===== src/core/hwc_defs.vh =====
// Purpose: Shared constants of the hardware configuration block.
// Assumes: Included by bare name from every design file of the block.
// Notes: Offsets are byte addresses on the register bus.
`ifndef HWC_DEFS_VH
`define HWC_DEFS_VH

// ==========================================================================
// Register map
`define HWC_ADR_HARDWARE_CONFIGURATION 8'h14
`define HWC_ADR_STATUS 8'h40

// ==========================================================================
// Field positions of the configuration register
`define HWC_PROT_BIT 15
`define HWC_BOOST_HI 14
`define HWC_BOOST_LO 13
`define HWC_BIR_BIT 12
`define HWC_ACTIVITY_LED_FAST_BIT 11
`define HWC_RXOFF_HI 10
`define HWC_RXOFF_LO 9
`define HWC_SBP_BIT 8
`define HWC_IME_BIT 7
`define HWC_DRP_BIT 6

// ==========================================================================
// Reset values
`define HWC_PROT_RST 1'h0
`define HWC_BOOST_RST 2'h0
`define HWC_BIR_RST 1'h0
`define HWC_ACTIVITY_LED_FAST_RST 1'h0
`define HWC_RXOFF_RST 2'h0
`define HWC_SBP_RST 1'h0
`define HWC_IME_RST 1'h0
`define HWC_DRP_RST 1'h0

// ==========================================================================
// Drive boost percentages
`define HWC_BOOST_PCT0 4'h0
`define HWC_BOOST_PCT1 4'h4
`define HWC_BOOST_PCT2 4'h8
`define HWC_BOOST_PCT3 4'hC

// ==========================================================================
// Timing
`define HWC_CLK_HZ 50000000
`define HWC_LED_SLOW_MS 80
`define HWC_LED_FAST_US 15
`define HWC_LED_SLOW_CYC ((`HWC_CLK_HZ / 1000) * `HWC_LED_SLOW_MS)
`define HWC_LED_FAST_CYC ((`HWC_CLK_HZ / 1000000) * `HWC_LED_FAST_US)

// ==========================================================================
// Pins shared between visibility and the normal pin function
`define HWC_MII_PINS 9

`endif


===== src/core/hwc_led_timer.v =====
// Purpose: Activity LED pulse stretcher with a slow and a fast on/off time.
// Assumes: activity_i is a one-cycle event pulse.
// Notes: Activity seen during a blink is remembered and starts the next blink.
`include "hwc_defs.vh"

module hwc_led_timer #(
    parameter CW = 22,
    parameter SLOW_CYC = `HWC_LED_SLOW_CYC,
    parameter FAST_CYC = `HWC_LED_FAST_CYC
) (
    input wire clk_i,
    input wire rst_i,
    input wire activity_i,
    input wire fast_i,
    output reg led_o
);

    // ======================================================================
    // Phase timer
    localparam [1:0] ST_IDLE = 2'h0;
    localparam [1:0] ST_ON = 2'h1;
    localparam [1:0] ST_OFF = 2'h2;
    localparam integer SLOW_M1 = SLOW_CYC - 1;
    localparam integer FAST_M1 = FAST_CYC - 1;
    localparam [CW-1:0] SLOW_LOAD = SLOW_M1[CW-1:0];
    localparam [CW-1:0] FAST_LOAD = FAST_M1[CW-1:0];

    reg [1:0] state_ff;
    reg [CW-1:0] cnt_ff;
    reg pend_ff;
    wire [CW-1:0] load = fast_i ? FAST_LOAD : SLOW_LOAD;

    always @(posedge clk_i) begin
        if (rst_i) begin
            state_ff <= ST_IDLE;
            cnt_ff <= {CW{1'b0}};
            pend_ff <= 1'b0;
            led_o <= 1'b0;
        end else begin
            case (state_ff)
                ST_IDLE: begin
                    if (activity_i || pend_ff) begin
                        state_ff <= ST_ON;
                        cnt_ff <= load;
                        pend_ff <= 1'b0;
                        led_o <= 1'b1;
                    end
                end
                ST_ON: begin
                    if (activity_i) begin
                        pend_ff <= 1'b1;
                    end
                    if (cnt_ff == {CW{1'b0}}) begin
                        state_ff <= ST_OFF;
                        cnt_ff <= load;
                        led_o <= 1'b0;
                    end else begin
                        cnt_ff <= cnt_ff - 1'b1;
                    end
                end
                ST_OFF: begin
                    if (activity_i) begin
                        pend_ff <= 1'b1;
                    end
                    if (cnt_ff == {CW{1'b0}}) begin
                        state_ff <= ST_IDLE;
                    end else begin
                        cnt_ff <= cnt_ff - 1'b1;
                    end
                end
                default: begin
                    state_ff <= ST_IDLE;
                    led_o <= 1'b0;
                end
            endcase
        end
    end

endmodule // hwc_led_timer


===== src/core/hwc_rx_offset.v =====
// Purpose: Inserts zero padding bytes ahead of the first byte of each packet.
// Assumes: The downstream writer takes one byte per cycle without stalling.
// Notes: The pad count is taken when the packet starts.
`include "hwc_defs.vh"

module hwc_rx_offset (
    input wire clk_i,
    input wire rst_i,
    input wire [1:0] offset_i,
    input wire in_valid_i,
    input wire [7:0] in_data_i,
    input wire in_sop_i,
    input wire in_eop_i,
    output reg in_ready_o,
    output reg out_valid_o,
    output reg [7:0] out_data_o,
    output reg out_sop_o,
    output reg out_eop_o
);

    // ======================================================================
    // Pad insertion
    reg first_ff;
    reg started_ff;
    reg [1:0] pad_cnt_ff;
    reg nxt_first;
    reg nxt_started;
    reg [1:0] nxt_pad_cnt;
    wire take = in_valid_i && in_ready_o;
    wire begin_pad = first_ff && !started_ff && in_valid_i && in_sop_i && !take;
    wire pad_emit = started_ff && (pad_cnt_ff != 2'h0);

    always @* begin
        nxt_first = first_ff;
        nxt_started = started_ff;
        nxt_pad_cnt = pad_cnt_ff;
        if (begin_pad) begin
            nxt_started = 1'b1;
            nxt_pad_cnt = offset_i;
        end else if (pad_emit) begin
            nxt_pad_cnt = pad_cnt_ff - 2'h1;
        end
        if (take) begin
            nxt_first = in_eop_i;
            nxt_started = 1'b0;
        end
    end

    always @(posedge clk_i) begin
        if (rst_i) begin
            first_ff <= 1'b1;
            started_ff <= 1'b0;
            pad_cnt_ff <= 2'h0;
            in_ready_o <= 1'b0;
            out_valid_o <= 1'b0;
            out_data_o <= 8'h00;
            out_sop_o <= 1'b0;
            out_eop_o <= 1'b0;
        end else begin
            first_ff <= nxt_first;
            started_ff <= nxt_started;
            pad_cnt_ff <= nxt_pad_cnt;
            // Ready is registered, so it is worked out from the next state.
            in_ready_o <= !nxt_first || (nxt_started && nxt_pad_cnt == 2'h0) ||
                (!nxt_started && offset_i == 2'h0);
            out_valid_o <= pad_emit || take;
            out_data_o <= pad_emit ? 8'h00 : in_data_i;
            out_sop_o <= (pad_emit && pad_cnt_ff == offset_i) ||
                (take && first_ff && !started_ff);
            out_eop_o <= take && in_eop_i;
        end
    end

endmodule // hwc_rx_offset


===== src/core/hwc_top.v =====
// Purpose: Upper fields of the hardware configuration register and their logic.
// Assumes: rst_i is power-on reset; dev_reset_i pulses for every other reset.
// Notes: Registers are reached over a classic Wishbone slave.
//
// Our own choices: register access over Wishbone and the placing of the registers.
`include "hwc_defs.vh"

// Functional notes
// - While the shield bit is set, the protected fields survive every reset but power-on.
// - The shield bit and the drive boost field are the protected fields here.
// - The boost code selects normal, +4, +8 or +12 percent high-speed drive.
// - A bulk IN token on an empty receive FIFO gets a ZLP when the reply bit is 0, else NAK.
// - The activity LED uses 80 ms on/off times, or about 15 us when the fast bit is set.
// - The offset field puts 0 to 3 zero bytes ahead of each receive packet.
// - A loss of sync stalls the bulk OUT pipe unless the stall-disable bit is 1.
// - In internal PHY mode the visibility bit drives the MII subset pins as outputs.
// - With an external PHY the visibility bit has no effect on the pins.
// - Active visibility overrides the normal pin function on those pins.
// - Errored frames are dropped when the drop bit is 1 and passed when it is 0.
// - Boost defaults to the loaded image or 00, and other resets restore that value while the shield bit is clear.
module hwc_top #(
    parameter LED_SLOW_CYC = `HWC_LED_SLOW_CYC,
    parameter LED_FAST_CYC = `HWC_LED_FAST_CYC,
    parameter LED_CW = 22,
    parameter NPIN = `HWC_MII_PINS
) (
    input wire clk_i,
    input wire rst_i,
    input wire dev_reset_i,
    input wire wb_cyc_i,
    input wire wb_stb_i,
    input wire wb_we_i,
    input wire [7:0] wb_adr_i,
    input wire [3:0] wb_sel_i,
    input wire [31:0] wb_dat_i,
    output reg [31:0] wb_dat_o,
    output reg wb_ack_o,
    input wire eeprom_load_i,
    input wire eeprom_present_i,
    input wire [1:0] eeprom_boost_i,
    output reg [1:0] hs_drive_boost_o,
    output reg [3:0] hs_boost_pct_o,
    input wire bulk_in_token_i,
    input wire rx_fifo_empty_i,
    output reg bulk_in_zlp_o,
    output reg bulk_in_nak_o,
    input wire activity_i,
    output wire activity_led_o,
    input wire rx_in_valid_i,
    input wire [7:0] rx_in_data_i,
    input wire rx_in_sop_i,
    input wire rx_in_eop_i,
    output wire rx_in_ready_o,
    output wire rx_out_valid_o,
    output wire [7:0] rx_out_data_o,
    output wire rx_out_sop_o,
    output wire rx_out_eop_o,
    input wire loss_of_sync_i,
    input wire stall_clear_i,
    output reg bulk_out_stall_o,
    input wire phy_external_i,
    input wire [NPIN-1:0] mii_int_i,
    input wire [NPIN-1:0] pin_func_out_i,
    input wire [NPIN-1:0] pin_func_oe_i,
    output reg [NPIN-1:0] pin_o,
    output reg [NPIN-1:0] pin_oe_o,
    input wire rx_frame_end_i,
    input wire rx_frame_err_i,
    output reg rx_frame_drop_o,
    output reg rx_frame_pass_o
);

    // ======================================================================
    // Configuration fields
    reg prot_ff;
    reg [1:0] boost_ff;
    reg [1:0] image_ff;
    reg bir_ff;
    reg activity_led_fast_ff;
    reg [1:0] rxoff_ff;
    reg sbp_ff;
    reg ime_ff;
    reg drp_ff;
    reg [7:0] drop_cnt_ff;
    reg [1:0] nxt_boost;

    // ======================================================================
    // Bus decode
    wire wb_req = wb_cyc_i && wb_stb_i && !wb_ack_o;
    wire wr_cfg = wb_req && wb_we_i && (wb_adr_i == `HWC_ADR_HARDWARE_CONFIGURATION);
    wire wr_hi = wr_cfg && wb_sel_i[1];
    wire wr_lo = wr_cfg && wb_sel_i[0];
    wire [1:0] eeprom_value = eeprom_present_i ? eeprom_boost_i : `HWC_BOOST_RST;
    wire vis_active = ime_ff && !phy_external_i;

    always @(posedge clk_i) begin
        if (rst_i) begin
            wb_ack_o <= 1'b0;
            wb_dat_o <= 32'h00000000;
        end else begin
            wb_ack_o <= wb_req;
            wb_dat_o <= 32'h00000000;
            if (wb_req && !wb_we_i) begin
                case (wb_adr_i)
                    `HWC_ADR_HARDWARE_CONFIGURATION: begin
                        wb_dat_o[`HWC_PROT_BIT] <= prot_ff;
                        wb_dat_o[`HWC_BOOST_HI:`HWC_BOOST_LO] <= boost_ff;
                        wb_dat_o[`HWC_BIR_BIT] <= bir_ff;
                        wb_dat_o[`HWC_ACTIVITY_LED_FAST_BIT] <= activity_led_fast_ff;
                        wb_dat_o[`HWC_RXOFF_HI:`HWC_RXOFF_LO] <= rxoff_ff;
                        wb_dat_o[`HWC_SBP_BIT] <= sbp_ff;
                        wb_dat_o[`HWC_IME_BIT] <= ime_ff;
                        wb_dat_o[`HWC_DRP_BIT] <= drp_ff;
                    end
                    `HWC_ADR_STATUS: begin
                        wb_dat_o[0] <= bulk_out_stall_o;
                        wb_dat_o[1] <= activity_led_o;
                        wb_dat_o[2] <= vis_active;
                        wb_dat_o[3] <= phy_external_i;
                        wb_dat_o[15:8] <= drop_cnt_ff;
                    end
                    default: begin
                        wb_dat_o <= 32'h00000000;
                    end
                endcase
            end
        end
    end

    // ======================================================================
    // Protected fields
    // A non-power-on reset outranks a write in the same cycle.
    always @* begin
        nxt_boost = boost_ff;
        if (eeprom_load_i && !prot_ff) begin
            nxt_boost = eeprom_value;
        end
        if (wr_hi) begin
            nxt_boost = wb_dat_i[`HWC_BOOST_HI:`HWC_BOOST_LO];
        end
    end

    always @(posedge clk_i) begin
        if (rst_i) begin
            prot_ff <= `HWC_PROT_RST;
            boost_ff <= `HWC_BOOST_RST;
            image_ff <= `HWC_BOOST_RST;
        end else begin
            if (eeprom_load_i) begin
                image_ff <= eeprom_value;
            end
            if (dev_reset_i) begin
                if (!prot_ff) begin
                    boost_ff <= image_ff;
                end
            end else begin
                boost_ff <= nxt_boost;
                if (wr_hi) begin
                    prot_ff <= wb_dat_i[`HWC_PROT_BIT];
                end
            end
        end
    end

    // ======================================================================
    // Unprotected fields
    always @(posedge clk_i) begin
        if (rst_i || dev_reset_i) begin
            bir_ff <= `HWC_BIR_RST;
            activity_led_fast_ff <= `HWC_ACTIVITY_LED_FAST_RST;
            rxoff_ff <= `HWC_RXOFF_RST;
            sbp_ff <= `HWC_SBP_RST;
            ime_ff <= `HWC_IME_RST;
            drp_ff <= `HWC_DRP_RST;
        end else begin
            if (wr_hi) begin
                bir_ff <= wb_dat_i[`HWC_BIR_BIT];
                activity_led_fast_ff <= wb_dat_i[`HWC_ACTIVITY_LED_FAST_BIT];
                rxoff_ff <= wb_dat_i[`HWC_RXOFF_HI:`HWC_RXOFF_LO];
                sbp_ff <= wb_dat_i[`HWC_SBP_BIT];
            end
            if (wr_lo) begin
                ime_ff <= wb_dat_i[`HWC_IME_BIT];
                drp_ff <= wb_dat_i[`HWC_DRP_BIT];
            end
        end
    end

    // ======================================================================
    // Drive boost outputs
    always @(posedge clk_i) begin
        if (rst_i) begin
            hs_drive_boost_o <= `HWC_BOOST_RST;
            hs_boost_pct_o <= `HWC_BOOST_PCT0;
        end else begin
            hs_drive_boost_o <= boost_ff;
            case (boost_ff)
                2'h0: hs_boost_pct_o <= `HWC_BOOST_PCT0;
                2'h1: hs_boost_pct_o <= `HWC_BOOST_PCT1;
                2'h2: hs_boost_pct_o <= `HWC_BOOST_PCT2;
                default: hs_boost_pct_o <= `HWC_BOOST_PCT3;
            endcase
        end
    end

    // ======================================================================
    // USB pipe replies
    always @(posedge clk_i) begin
        if (rst_i || dev_reset_i) begin
            bulk_in_zlp_o <= 1'b0;
            bulk_in_nak_o <= 1'b0;
            bulk_out_stall_o <= 1'b0;
        end else begin
            bulk_in_zlp_o <= bulk_in_token_i && rx_fifo_empty_i && !bir_ff;
            bulk_in_nak_o <= bulk_in_token_i && rx_fifo_empty_i && bir_ff;
            // A new loss of sync in the clearing cycle keeps the pipe stalled.
            if (loss_of_sync_i && !sbp_ff) begin
                bulk_out_stall_o <= 1'b1;
            end else if (stall_clear_i) begin
                bulk_out_stall_o <= 1'b0;
            end
        end
    end

    // ======================================================================
    // Pin multiplexing
    always @(posedge clk_i) begin
        if (rst_i) begin
            pin_o <= {NPIN{1'b0}};
            pin_oe_o <= {NPIN{1'b0}};
        end else if (vis_active) begin
            pin_o <= mii_int_i;
            pin_oe_o <= {NPIN{1'b1}};
        end else begin
            pin_o <= pin_func_out_i;
            pin_oe_o <= pin_func_oe_i;
        end
    end

    // ======================================================================
    // Receive frame filter
    // The drop counter saturates so software never sees it wrap.
    always @(posedge clk_i) begin
        if (rst_i || dev_reset_i) begin
            rx_frame_drop_o <= 1'b0;
            rx_frame_pass_o <= 1'b0;
            drop_cnt_ff <= 8'h00;
        end else begin
            rx_frame_drop_o <= rx_frame_end_i && rx_frame_err_i && drp_ff;
            rx_frame_pass_o <= rx_frame_end_i && !(rx_frame_err_i && drp_ff);
            if (rx_frame_end_i && rx_frame_err_i && drp_ff && drop_cnt_ff != 8'hFF) begin
                drop_cnt_ff <= drop_cnt_ff + 8'h01;
            end
        end
    end

    // ======================================================================
    // Activity LED and receive padding
    hwc_led_timer #(
        .CW(LED_CW),
        .SLOW_CYC(LED_SLOW_CYC),
        .FAST_CYC(LED_FAST_CYC)
    ) u_led (
        .clk_i(clk_i),
        .rst_i(rst_i),
        .activity_i(activity_i),
        .fast_i(activity_led_fast_ff),
        .led_o(activity_led_o)
    );

    hwc_rx_offset u_rxoff (
        .clk_i(clk_i),
        .rst_i(rst_i),
        .offset_i(rxoff_ff),
        .in_valid_i(rx_in_valid_i),
        .in_data_i(rx_in_data_i),
        .in_sop_i(rx_in_sop_i),
        .in_eop_i(rx_in_eop_i),
        .in_ready_o(rx_in_ready_o),
        .out_valid_o(rx_out_valid_o),
        .out_data_o(rx_out_data_o),
        .out_sop_o(rx_out_sop_o),
        .out_eop_o(rx_out_eop_o)
    );

endmodule // hwc_top


===== config.mk =====
export PLATFORM = sky130hd
export DESIGN_NAME = hwc_top
export DESIGN_NICKNAME = d
export VERILOG_FILES = /design/src/core/hwc_led_timer.v /design/src/core/hwc_rx_offset.v /design/src/core/hwc_top.v
export VERILOG_INCLUDE_DIRS = /design/src /design/src/core
export SDC_FILE = /design/constraint.sdc
export NUM_CORES = 1
export LEC_CHECK = 0
export ABC_AREA = 0
export ABC_CLOCK_PERIOD_IN_PS = 6900
export BUFFER_PORTS_ARGS = -buffer_cell sky130_fd_sc_hd__buf_4
export CAP_MARGIN = 20
export CORE_ASPECT_RATIO = 0.6
export CORE_MARGIN = 2
export CORE_UTILIZATION = 53
export CTS_CLUSTER_DIAMETER = 150
export DETAILED_ROUTE_END_ITERATION = 8
export MAX_ROUTING_LAYER = met4
export PLACE_DENSITY = 0.87
export SLEW_MARGIN = 20
export SYNTH_ARGS = -nofsm -noshare
export SYNTH_HDL_FRONTEND = slang
export SYNTH_HIERARCHICAL = 1
export SYNTH_SLANG_ARGS = --single-unit

===== constraint.sdc =====
create_clock -name clk_i -period 6.9 [get_ports clk_i]
set_clock_uncertainty 0.2 [all_clocks]
set_input_delay 0.69 -clock clk_i [delete_from_list [all_inputs] [get_ports clk_i]]
set_output_delay 0.69 -clock clk_i [all_outputs]
set_load 0.03 [all_outputs]

==> impl_metrics.toml <==
[yosys]
yosys_register_bits = 104
netlist.area_leader.share_pct = 44.2
synthArstFlopShare_pct = 0
netlist_area_um2 = 4710
yosysWarnings = 6
syn_inst = 513
synth_enable_flop_cells = 0
synth_flop_cell = "dfxtp_1"
synth.area.top_cells = "dfxtp_1 (44%), nor2_1 (5.4%), nand2_1 (3.8%)"
synth_top_area_cell = "dfxtp_1"
synth.avg_cell_area_um2 = 9.18
ys_types = 84
ys_seq_area_share_pct = 44.2

[finish]
final_layout_size_suffix_gt1_share_pct = 28.4
area_growth_pct = 26.6
regArea_um2 = 2080
nNetsFinal = 743
multi_input_area_um2 = 2400
n_antenna_cell = 0
final_area_um2 = 5960
fill_cells = 631
final_util_pct = 69.7

[timing]
tns_ns = 0
max_freq_mhz = 308
slew_violations = 0
rsz0062_at_grt = "false"
slew_headroom_pct = 40.1
min_period_ns = 3.25
hold_viol = 0
worst_pin_slew_ns = 0.892
fin_crit_sh_pct = 47.1
setup_violations = 0

[critical_path]
cp_slowest_stage_delay_ns = 0.55
reg2reg_to = "u_led/cnt_ff[19]"
r2r_setup_slack_ns = 3.65
critPathTopFamily = "simple AND/OR/NAND/NOR gates"
reg2reg_from = "u_led/cnt_ff[0]"
path_cells = "inv_1, ha_1, nor3b_2, nand4_2, or2_0, a22oi_2, o41ai_2, a311oi_1"
path_class = "register to register"
cp.buffers_inverters = 1
startpoint_type = "register"
worstPathRequired_ns = 6.95
crit_path_top_delay_cell = "nand4_2"
worst-path-max-fanout = 12
ff2ff_path_depth = 8
worstSetupPathDepth = 8
crit_path_end_kind = "register"
worstPathArrival_ns = 3.30

[floorplan]
ioPinCount = 175
die_h_um = 77.0
fp.coreArea_um2 = 8560
initial_core_util_pct = 55.0
die_area_um2 = 9680
rows = 26
dieWidth_um = 126

[grt]
grt_pass1_wl_um = 20300
first_global_vias = 4056
antenna_found_initial = 0
track_usage_pct = 26.9
grt_max_degree = 54
grt_overflow_total = 0

[hold_path]
hold_depth = 2
hold_start = "bir_ff"
min_path_type = "register to register"
hold-path-endpoint = "bulk_in_nak_o"

[status]
status = "finished clean"

[routing]
dr.pass1.iters = 5
avgViaCountPerCell = 5.67
num_vias = 4270
post-route-drc-count = 0
dr.first_iter.drc_count = 369
avgRoutedWirePerCell_um = 16.9
wl_um = 12700
antenna_left = 0

[clocking]
cts_tree = "built"
hold_buffers = 0
cts-resized-gates = 0
clk_pin_slew_worst_paths_ns = 0.07
htreeDepth = 3
insertion_delay_ns = 0.35
numCtsBuffers = 9
clock-root-buffer = "clkbuf_16"
clk_path_buf_depth = 2
post_cts_buffers = 0
clkSinkCount = 104

[placement]
post_dp_cell_area_um2 = 5660
hpwl_um = 9010
gp_congestion = 0.931
io_buffers = 130

[power]
leakage_nw = 2.50
finalPower_mw = 1.49
vdd_drop_max_mv = 0.143
powerDensity_nw_per_um2 = 250

[run]
maxCapViolations = 0
==> worst max-delay path by stage <==
stage,end,startpoint,slack (ns)
after floorplan,boost_ff[0],wb_adr_i[5],4.43
after global placement,u_led/cnt_ff[19],u_led/cnt_ff[0],3.94
after detailed placement,u_led/cnt_ff[21],u_led/cnt_ff[0],3.79
after CTS,u_led/cnt_ff[19],u_led/cnt_ff[0],3.75
after global routing,u_led/cnt_ff[19],u_led/cnt_ff[0],3.54
final,u_led/cnt_ff[19],u_led/cnt_ff[0],3.65
==> synthesized netlist by cell type, types with 3 or more instances <==
cell type	n
nand2b_1	9
a311oi_1	3
xor2_1	4
buf_1	3
a22o_1	8
nand2_1	48
o21a_1	3
o21ai_0	13
dfxtp_1	104
and3_1	5
o31ai_1	5
mux2i_1	12
a211oi_1	4
nor2b_1	6
nand4_1	3
clkbuf_1	10
buf_4	21
a31oi_1	4
a22oi_1	3
nor2_1	68
xnor2_1	12
nor4_1	8
nor3_1	9
nand3_1	10
ha_1	7
nor4_4	3
o31ai_4	3
a21oi_1	30
inv_1	15
and2_1	15
==> layout by cell type (no fill, tap or decap), types with 9 or more instances in the layout <==
master / instances
buf_4: 130
dfxtp_1: 104
nor2_1: 68
nand2_1: 48
a21oi_1: 30
conb_1: 20
and2_1: 15
inv_1: 15
o21ai_0: 13
mux2i_1: 12
xnor2_1: 12
nand3_1: 10
nand2b_1: 9
nor3_1: 9
clkbuf_16: 9
==> worst reg2reg max path, cell delays in order (launching register included) <==
cell,delay [ns]
dfxtp_1,0.36
inv_1,0.07
ha_1,0.19
nor3b_2,0.53
nand4_2,0.55
or2_0,0.52
a22oi_2,0.36
o41ai_2,0.14
a311oi_1,0.23
==> final cells by class <==
type	instances	area share, %
clock buffer	10	4.01
clock inverter	6	0.840
inverter	16	1.01
multi-input combinational	374	40.3
sequential	104	34.9
tap	112	2.35
timing repair buffer	131	16.6
==> metrics by stage <==
stage                     hold WS, ns  setup WS (ns)  cells
after floorplan                 0.237           4.43    532
after global placement          0.224           3.94    736
after detailed placement        0.273           3.79    736
after CTS                       0.281           3.75    752
after global routing            0.318           3.54    753
final                           0.279           3.65    753
==> where the power goes <==
group | switching [mW] | leakage (nW) | total [mW] | internal (mW)
sequential | 0.0375 | 0.853 | 0.674 | 0.637
clock | 0.231 | 0.136 | 0.489 | 0.258
combinational | 0.199 | 1.52 | 0.329 | 0.129
total | 0.468 | 2.50 | 1.49 | 1.02
==> sequential cells by signal, summed over array words and instances, names as in the netlist, 2 cells and up <==
name / count
wb_dat_o: 14
hs_drive_boost_o: 2
image_ff: 2
u_led/cnt_ff: 22
rxoff_ff: 2
pin_o: 9
u_rxoff/pad_cnt_ff: 2
hs_boost_pct_o: 2
pin_oe_o: 9
u_led/state_ff: 2
u_rxoff/out_data_o: 8
boost_ff: 2
drop_cnt_ff: 8
==> cells by family after synthesis <==
kind of cell | Yosys count | share of synthesized area, %
other | 1 | 0.0796
buffers and inverters | 54 | 6.35
AO/OA/AOI/OAI | 105 | 17.3
multiplexers | 13 | 2.87
flip-flops | 104 | 44.2
adder cells (fa/ha/maj) | 7 | 1.86
AND/OR/NAND/NOR | 213 | 24.3
XOR/XNOR | 16 | 2.98
==> routing by layer <==
| metal | track usage [%] | vias up | wire length [um] |
|---|---|---|---|
| met5 | - | - | 0 |
| met4 | 9.00 | 0 | 340 |
| met3 | 7.89 | 48 | 1100 |
| met2 | 39.6 | 247 | 5740 |
| met1 | 35.5 | 1963 | 5520 |
| li1 | - | 2012 | - |
(Power assumes the default switching activity.)
